File: src/shared/scpg_defines.vh
// Constants for the split cycle PWM generator
`ifndef SCPG_DEFINES_VH
`define SCPG_DEFINES_VH

// System control register bit positions
`define SCPG_CTRL_MODE_BIT     5
`define SCPG_CTRL_PINSEL_BIT   3

// Reset values
`define SCPG_DUTY_RESET        8'h00
`define SCPG_CTRL_RESET        8'h00

// PWM clock source encodings
`define SCPG_CLKSRC_SYS        2'h0
`define SCPG_CLKSRC_SYS_DIV4   2'h1
`define SCPG_CLKSRC_SLOW_RC    2'h2

// Timing counts: divider in system clocks, cycle in PWM clocks
`define SCPG_DIV4_LAST         2'h3
`define SCPG_CYCLE_LAST        8'hFF

`endif

File: src/logic/scpg_top.v
// Split cycle 8-bit PWM generator with shared port pin control
`timescale 1ns/1ps
// Overview of operation
// - One PWM cycle is 256 PWM clocks, total high time equals duty value.
// - PWM clock is system clock, system clock over four, or slow RC clock.
// - 6+2 mode splits the cycle into four 64-clock sub-cycles 0..3.
// - 6+2 mode: duty bits 7..2 are base part, bits 1..0 extra count.
// - 6+2 sub-cycles below extra count are high base+1 clocks, others base.
// - 7+1 mode splits the cycle into two 128-clock sub-cycles 0 and 1.
// - 7+1 mode: duty bits 7..1 are base part, bit 0 extra count.
// - 7+1 sub-cycle below extra count high base+1 clocks, otherwise base.
// - Hardware splits sub-cycles; software only writes duty and control.
// - Control register bit 5 set selects 7+1 mode.
// - Control register bit 3 set routes PWM onto the shared output pin.
// - Routed, pin output: data high drives PWM, data low forces low.
// - Routed, pin input: ordinary input line with pull-high option kept.
`include "scpg_defines.vh"

module scpg_top (
    input  wire       i_sys_clk,
    input  wire       i_rst,
    input  wire       i_duty_wr,
    input  wire [7:0] i_duty_wdata,
    input  wire       i_ctrl_wr,
    input  wire [7:0] i_ctrl_wdata,
    input  wire [1:0] i_clk_src_sel,
    input  wire       i_slow_rc_clock,
    input  wire       i_port_dir,
    input  wire       i_port_a_data,
    input  wire       i_pull_high_opt,
    input  wire       i_pin_in,
    output reg  [7:0] o_duty_value,
    output reg  [7:0] o_system_control_reg,
    output reg        o_pwm_wave,
    output reg        o_pin_out,
    output reg        o_pin_oe_n,
    output reg        o_pull_high_en,
    output reg        o_pin_in_value
);

    reg  [7:0] duty_shadow;
    reg  [7:0] pwm_count;
    reg  [1:0] div4_count;
    reg        rc_meta;
    reg        rc_sync;
    reg        rc_prev;
    reg        pin_meta;
    reg        pwm_tick;
    reg        next_tick;
    wire       mode_7p1;
    wire       pin_sel;
    wire       wave_high;

    // High while the position is below base plus an earned extra clock
    function wave_level;
        input [7:0] count;
        input [7:0] duty;
        input       is_7p1;
        reg   [6:0] position;
        reg   [7:0] limit;
        begin
            position = 7'h00;
            limit    = 8'h00;
            if (is_7p1) begin
                // Bit 7 picks one of two 128-clock sub-cycles
                position = count[6:0];
                limit    = {1'b0, duty[7:1]}
                         + {7'h00, (count[7] < duty[0])};
            end else begin
                // Bits 7..6 pick one of four 64-clock sub-cycles
                position = {1'b0, count[5:0]};
                limit    = {2'b00, duty[7:2]}
                         + {7'h00, (count[7:6] < duty[1:0])};
            end
            // Limit tops out at 128 or 64, so eight bits never wrap
            wave_level = {1'b0, position} < limit;
        end
    endfunction

    assign mode_7p1  =
        o_system_control_reg[`SCPG_CTRL_MODE_BIT];
    assign pin_sel   =
        o_system_control_reg[`SCPG_CTRL_PINSEL_BIT];
    // Strict less-than gives base time when index equals extra count
    assign wave_high =
        wave_level(pwm_count, duty_shadow, mode_7p1);

    // Duty register, writable at any time
    always @(posedge i_sys_clk) begin
        if (i_rst) begin
            o_duty_value <= `SCPG_DUTY_RESET;
        end else if (i_duty_wr) begin
            o_duty_value <= i_duty_wdata;
        end
    end

    // Control register; only mode and pin routing bits act, rest stored
    always @(posedge i_sys_clk) begin
        if (i_rst) begin
            o_system_control_reg <= `SCPG_CTRL_RESET;
        end else if (i_ctrl_wr) begin
            o_system_control_reg <= i_ctrl_wdata;
        end
    end

    // Slow RC crosses in through two flops before the edge detect
    // Edge detect reads the second flop and its delayed copy, never the first
    always @(posedge i_sys_clk) begin
        if (i_rst) begin
            rc_meta <= 1'b0;
            rc_sync <= 1'b0;
            rc_prev <= 1'b0;
        end else begin
            rc_meta <= i_slow_rc_clock;
            rc_sync <= rc_meta;
            rc_prev <= rc_sync;
        end
    end

    // Pin level crosses in through two flops
    always @(posedge i_sys_clk) begin
        if (i_rst) begin
            pin_meta       <= 1'b0;
            o_pin_in_value <= 1'b0;
        end else begin
            pin_meta       <= i_pin_in;
            o_pin_in_value <= pin_meta;
        end
    end

    // PWM clock enable from the selected source; code 3 stops the count
    always @* begin
        case (i_clk_src_sel)
            `SCPG_CLKSRC_SYS: begin
                next_tick = 1'b1;
            end
            `SCPG_CLKSRC_SYS_DIV4: begin
                next_tick = (div4_count == `SCPG_DIV4_LAST);
            end
            `SCPG_CLKSRC_SLOW_RC: begin
                next_tick = rc_sync & ~rc_prev;
            end
            default: begin
                next_tick = 1'b0;
            end
        endcase
    end

    // Free-running quarter-rate divider; its phase is not tied to writes
    always @(posedge i_sys_clk) begin
        if (i_rst) begin
            div4_count <= 2'h0;
        end else begin
            div4_count <= div4_count + 2'h1;
        end
    end

    // Tick is registered, so the count steps one clock after the decoded source edge
    always @(posedge i_sys_clk) begin
        if (i_rst) begin
            pwm_tick <= 1'b0;
        end else begin
            pwm_tick <= next_tick;
        end
    end

    // 256-step cycle counter, one step per PWM clock
    always @(posedge i_sys_clk) begin
        if (i_rst) begin
            pwm_count <= 8'h00;
        end else if (pwm_tick) begin
            pwm_count <= pwm_count + 8'h01;
        end
    end

    // Duty taken only at the wrap, so one cycle never mixes two values
    always @(posedge i_sys_clk) begin
        if (i_rst) begin
            duty_shadow <= `SCPG_DUTY_RESET;
        end else if (pwm_tick && (pwm_count == `SCPG_CYCLE_LAST)) begin
            duty_shadow <= o_duty_value;
        end
    end

    // Ungated waveform, one clock behind the count
    always @(posedge i_sys_clk) begin
        if (i_rst) begin
            o_pwm_wave <= 1'b0;
        end else begin
            o_pwm_wave <= wave_high;
        end
    end

    // Port data bit doubles as the on/off switch of the routed waveform
    always @(posedge i_sys_clk) begin
        if (i_rst) begin
            o_pin_out <= 1'b0;
        end else if (pin_sel) begin
            o_pin_out <= i_port_a_data & wave_high;
        end else begin
            o_pin_out <= i_port_a_data;
        end
    end

    // Direction bit alone decides driving, routed or not
    always @(posedge i_sys_clk) begin
        if (i_rst) begin
            o_pin_oe_n <= 1'b1;
        end else begin
            o_pin_oe_n <= i_port_dir;
        end
    end

    // Pull-high only matters while the pin listens as an input
    always @(posedge i_sys_clk) begin
        if (i_rst) begin
            o_pull_high_en <= 1'b0;
        end else begin
            o_pull_high_en <= i_port_dir & i_pull_high_opt;
        end
    end

endmodule

File: config.mk
export PLATFORM = sky130hd
export DESIGN_NAME = scpg_top
export DESIGN_NICKNAME = d
export VERILOG_FILES = /design/src/logic/scpg_top.v
export VERILOG_INCLUDE_DIRS = /design/src /design/src/shared
export SDC_FILE = /design/constraint.sdc
export NUM_CORES = 1
export LEC_CHECK = 0
export ABC_CLOCK_PERIOD_IN_PS = 4050
export BUFFER_PORTS_ARGS = -buffer_cell sky130_fd_sc_hd__buf_2
export CAP_MARGIN = 40
export CORE_MARGIN = 3
export CORE_UTILIZATION = 47
export CTS_CLUSTER_SIZE = 40
export DETAILED_ROUTE_END_ITERATION = 12
export HOLD_SLACK_MARGIN = 0.15
export PLACE_DENSITY_LB_ADDON = 0.3
export RECOVER_POWER = 100
export SLEW_MARGIN = 10
export SYNTH_ARGS = -nofsm -noshare
export SYNTH_HDL_FRONTEND = slang
export SYNTH_SLANG_ARGS = --single-unit
File: constraint.sdc
create_clock -name i_sys_clk -period 4.05 [get_ports i_sys_clk]
set_input_delay 0.2025 -clock i_sys_clk [delete_from_list [all_inputs] [get_ports i_sys_clk]]
set_output_delay 0.2025 -clock i_sys_clk [all_outputs]
set_load 0.005 [all_outputs]
==> metrics <==
final core occ 63.2%; largest net degree at the start of global routing 45; reg2reg path depth 12; crit path time final 2.65 ns; Core Region between 0.004 and 0.005 mm2; peak supply drop 0.247 mV; Worst-Skew Late Latency 0.29 ns; EDFF count, synth 0; via count about 1,700; Post-Synthesis Cells 216; top cells by area, synth dfxtp_1 43%, mux2i_1 11%, ha_1 8.0%; kind of critical path flip-flop to flip-flop; dominant cell type by area after synthesis dfxtp_1; Fin. Hold Viols 0; first-pass GRT wire length 7160 um; initial detailed-routing violation count 157; RSZ-0062 raised after global routing no; Hold WC Path Type input port to flip-flop; outcome complete, but fails checks; Pleak 1.14 nW; count of cell types in the netlist 34; Via-to-Cell Ratio 5.20; Starting Density 49.8%; syn avg cell area roughly 9.4 um2; layout net count 316; Mapped Nets 256; total gr overflow 0; worst-margin pin slew 1.80 ns; IO buf count 47; hold path depth 3; root buffer cell clkbuf_8; CP arrival ~2.8 ns; worst endpoint required time 4.23 ns; clk_skew 0.00381 ns; Final setup viols 0; Primary FF master, synth dfxtp_1; H-tree levels 2; DRC Markers 0; post-DR wirelength/cell 12.4 um; Post-Route WL 4050 um; crit path from duty_shadow[1]; WHS 0.156 ns; CTS tree built; initial antenna violation count 0; ANT cells 0; CTS clock-pin slew for the worst setup and hold paths 0.08 ns; total iterations of the first detailed-routing run 4; Fin Setup TNS 0 ns; placed wire-length estimate 2780 um; r2r startpoint duty_shadow[1]; Worst Hold End o_pin_out; Die H 71.8 um; filler cell count 364; DP Cell Count 301; area share of the largest cell type after synthesis between 40% and 50%; register area share after synthesis 43.3%; CP max FO 4; asr flop ratio synth 0%; Final period util 65.3%; Post-DRT Antenna Nets 0; Clock Tree Buf Depth 2; number of CTS-inserted buffers 5; Die Width 71.8 um; gpl congestion 0.919; Max-Cap Viols 1; Sink Count 44; most common cell after layout, fill and taps aside dfxtp_1; P&R area growth vs syn 27.0%; startpoint types flip-flop; failing checks capacitance limit, slew limit; Critical Path Sink Type flip-flop; Place WS 1.42 ns; RR Endpoint o_pwm_wave; number of global-route vias before repair 1,679; Power Density roughly 380 mW/mm2; share of cells above drive strength 1 between 10% and 20%; f_max 0.378 GHz; worst relative slew slack -19.9%; hold_sp i_port_a_data; FP Rows 23; gr usage total 17.2%; num ports 48; most frequent cells in the layout 44 x dfxtp_1, 35 x buf_2, 29 x nor2_1; internal reg-to-reg setup slack roughly 1.4 ns; Synth Cell Area 0.00203 mm2; fin worst setup slack 1.40 ns; fin cells 327; fin. max-slew vios 45; yosys warns 0; die outline area 0.00515 mm2; Yosys reg bits 44
## power breakdown
group,switching [mW],leakage (nW),internal [mW]
Sequential,0.0125,0.360,0.449
Combinational,0.0306,0.697,0.0439
Clock,0.146,0.0784,0.308
Total,0.189,1.14,0.801
## worst max-delay path by stage
stage	end	slack [ns]	cells past startpoint
2_1_floorplan	o_pin_out	1.64	12
5_1_grt	o_pin_out	1.14	12
3_5_place_dp	o_pwm_wave	1.42	12
4_1_cts	o_pwm_wave	1.40	12
6_report	o_pwm_wave	1.40	12
3_3_place_gp	o_pin_out	1.52	12
## synthesized netlist by cell type (all sizes together), types with 6 or more instances
| library cell | instances |
|---|---|
| ha | 13 |
| a21oi | 16 |
| buf | 6 |
| clkbuf | 6 |
| xor2 | 6 |
| nand2 | 12 |
| nand3 | 7 |
| dfxtp | 44 |
| o21ai | 11 |
| mux2i | 22 |
| nor2 | 29 |
| nand4 | 7 |
| nor2b | 8 |
## worst max-delay path, stage by stage, from the launching register on
cell	delay, ns
dfxtp_1	0.36
inv_1	0.05
ha_1	0.28
a21oi_1	0.13
ha_1	0.23
ha_1	0.21
nand3_1	0.12
o22ai_1	0.16
a32oi_1	0.07
ha_1	0.34
a21oi_1	0.26
a21boi_4	0.09
a311oi_1	0.25
## cells by family after synthesis
group	Yosys count	share of synthesized area (%)
adder cells (fa/ha/maj)	13	8.00
multiplexers	22	10.8
AO/OA/AOI/OAI	36	11.1
buffers and inverters	14	3.51
XOR/XNOR	9	3.87
AND/OR/NAND/NOR	78	19.4
flip-flops	44	43.3
## layer usage
metal	up-vias	wire [um]	track usage, %
met5	-	0	0
met4	0	84	6.26
met3	10	139	4.35
met2	24	1990	29.3
met1	786	1830	21.0
li1	880	-	-
## metrics by stage
stage	instance area, um2	power (mW)
final	2580	0.990
after global routing	2580	1.03
after CTS	2610	1.00
after detailed placement	2270	0.535
after global placement	2270	0.534
after floorplan	2030	0.508
## timing repair
action / in CTS / in global routing
buffers inserted: 0 / 0
gates resized for setup: 0 / 0
setup endpoints to repair: 0 / 0
hold buffers: 18 / 0
hold endpoints to repair: 18 / 0
## final cells by class
cell class	count	area [um2]	share of cell area (%)
clock buffers	5	68.8	2.66
clock inverters	3	90.1	3.49
inverters	2	7.51	0.291
multi-input cells	158	1070	41.5
flip-flops and latches	44	881	34.1
well taps	50	62.6	2.42
repair buffers	65	400	15.5
Note: power is estimated with default switching activity, not from simulation.
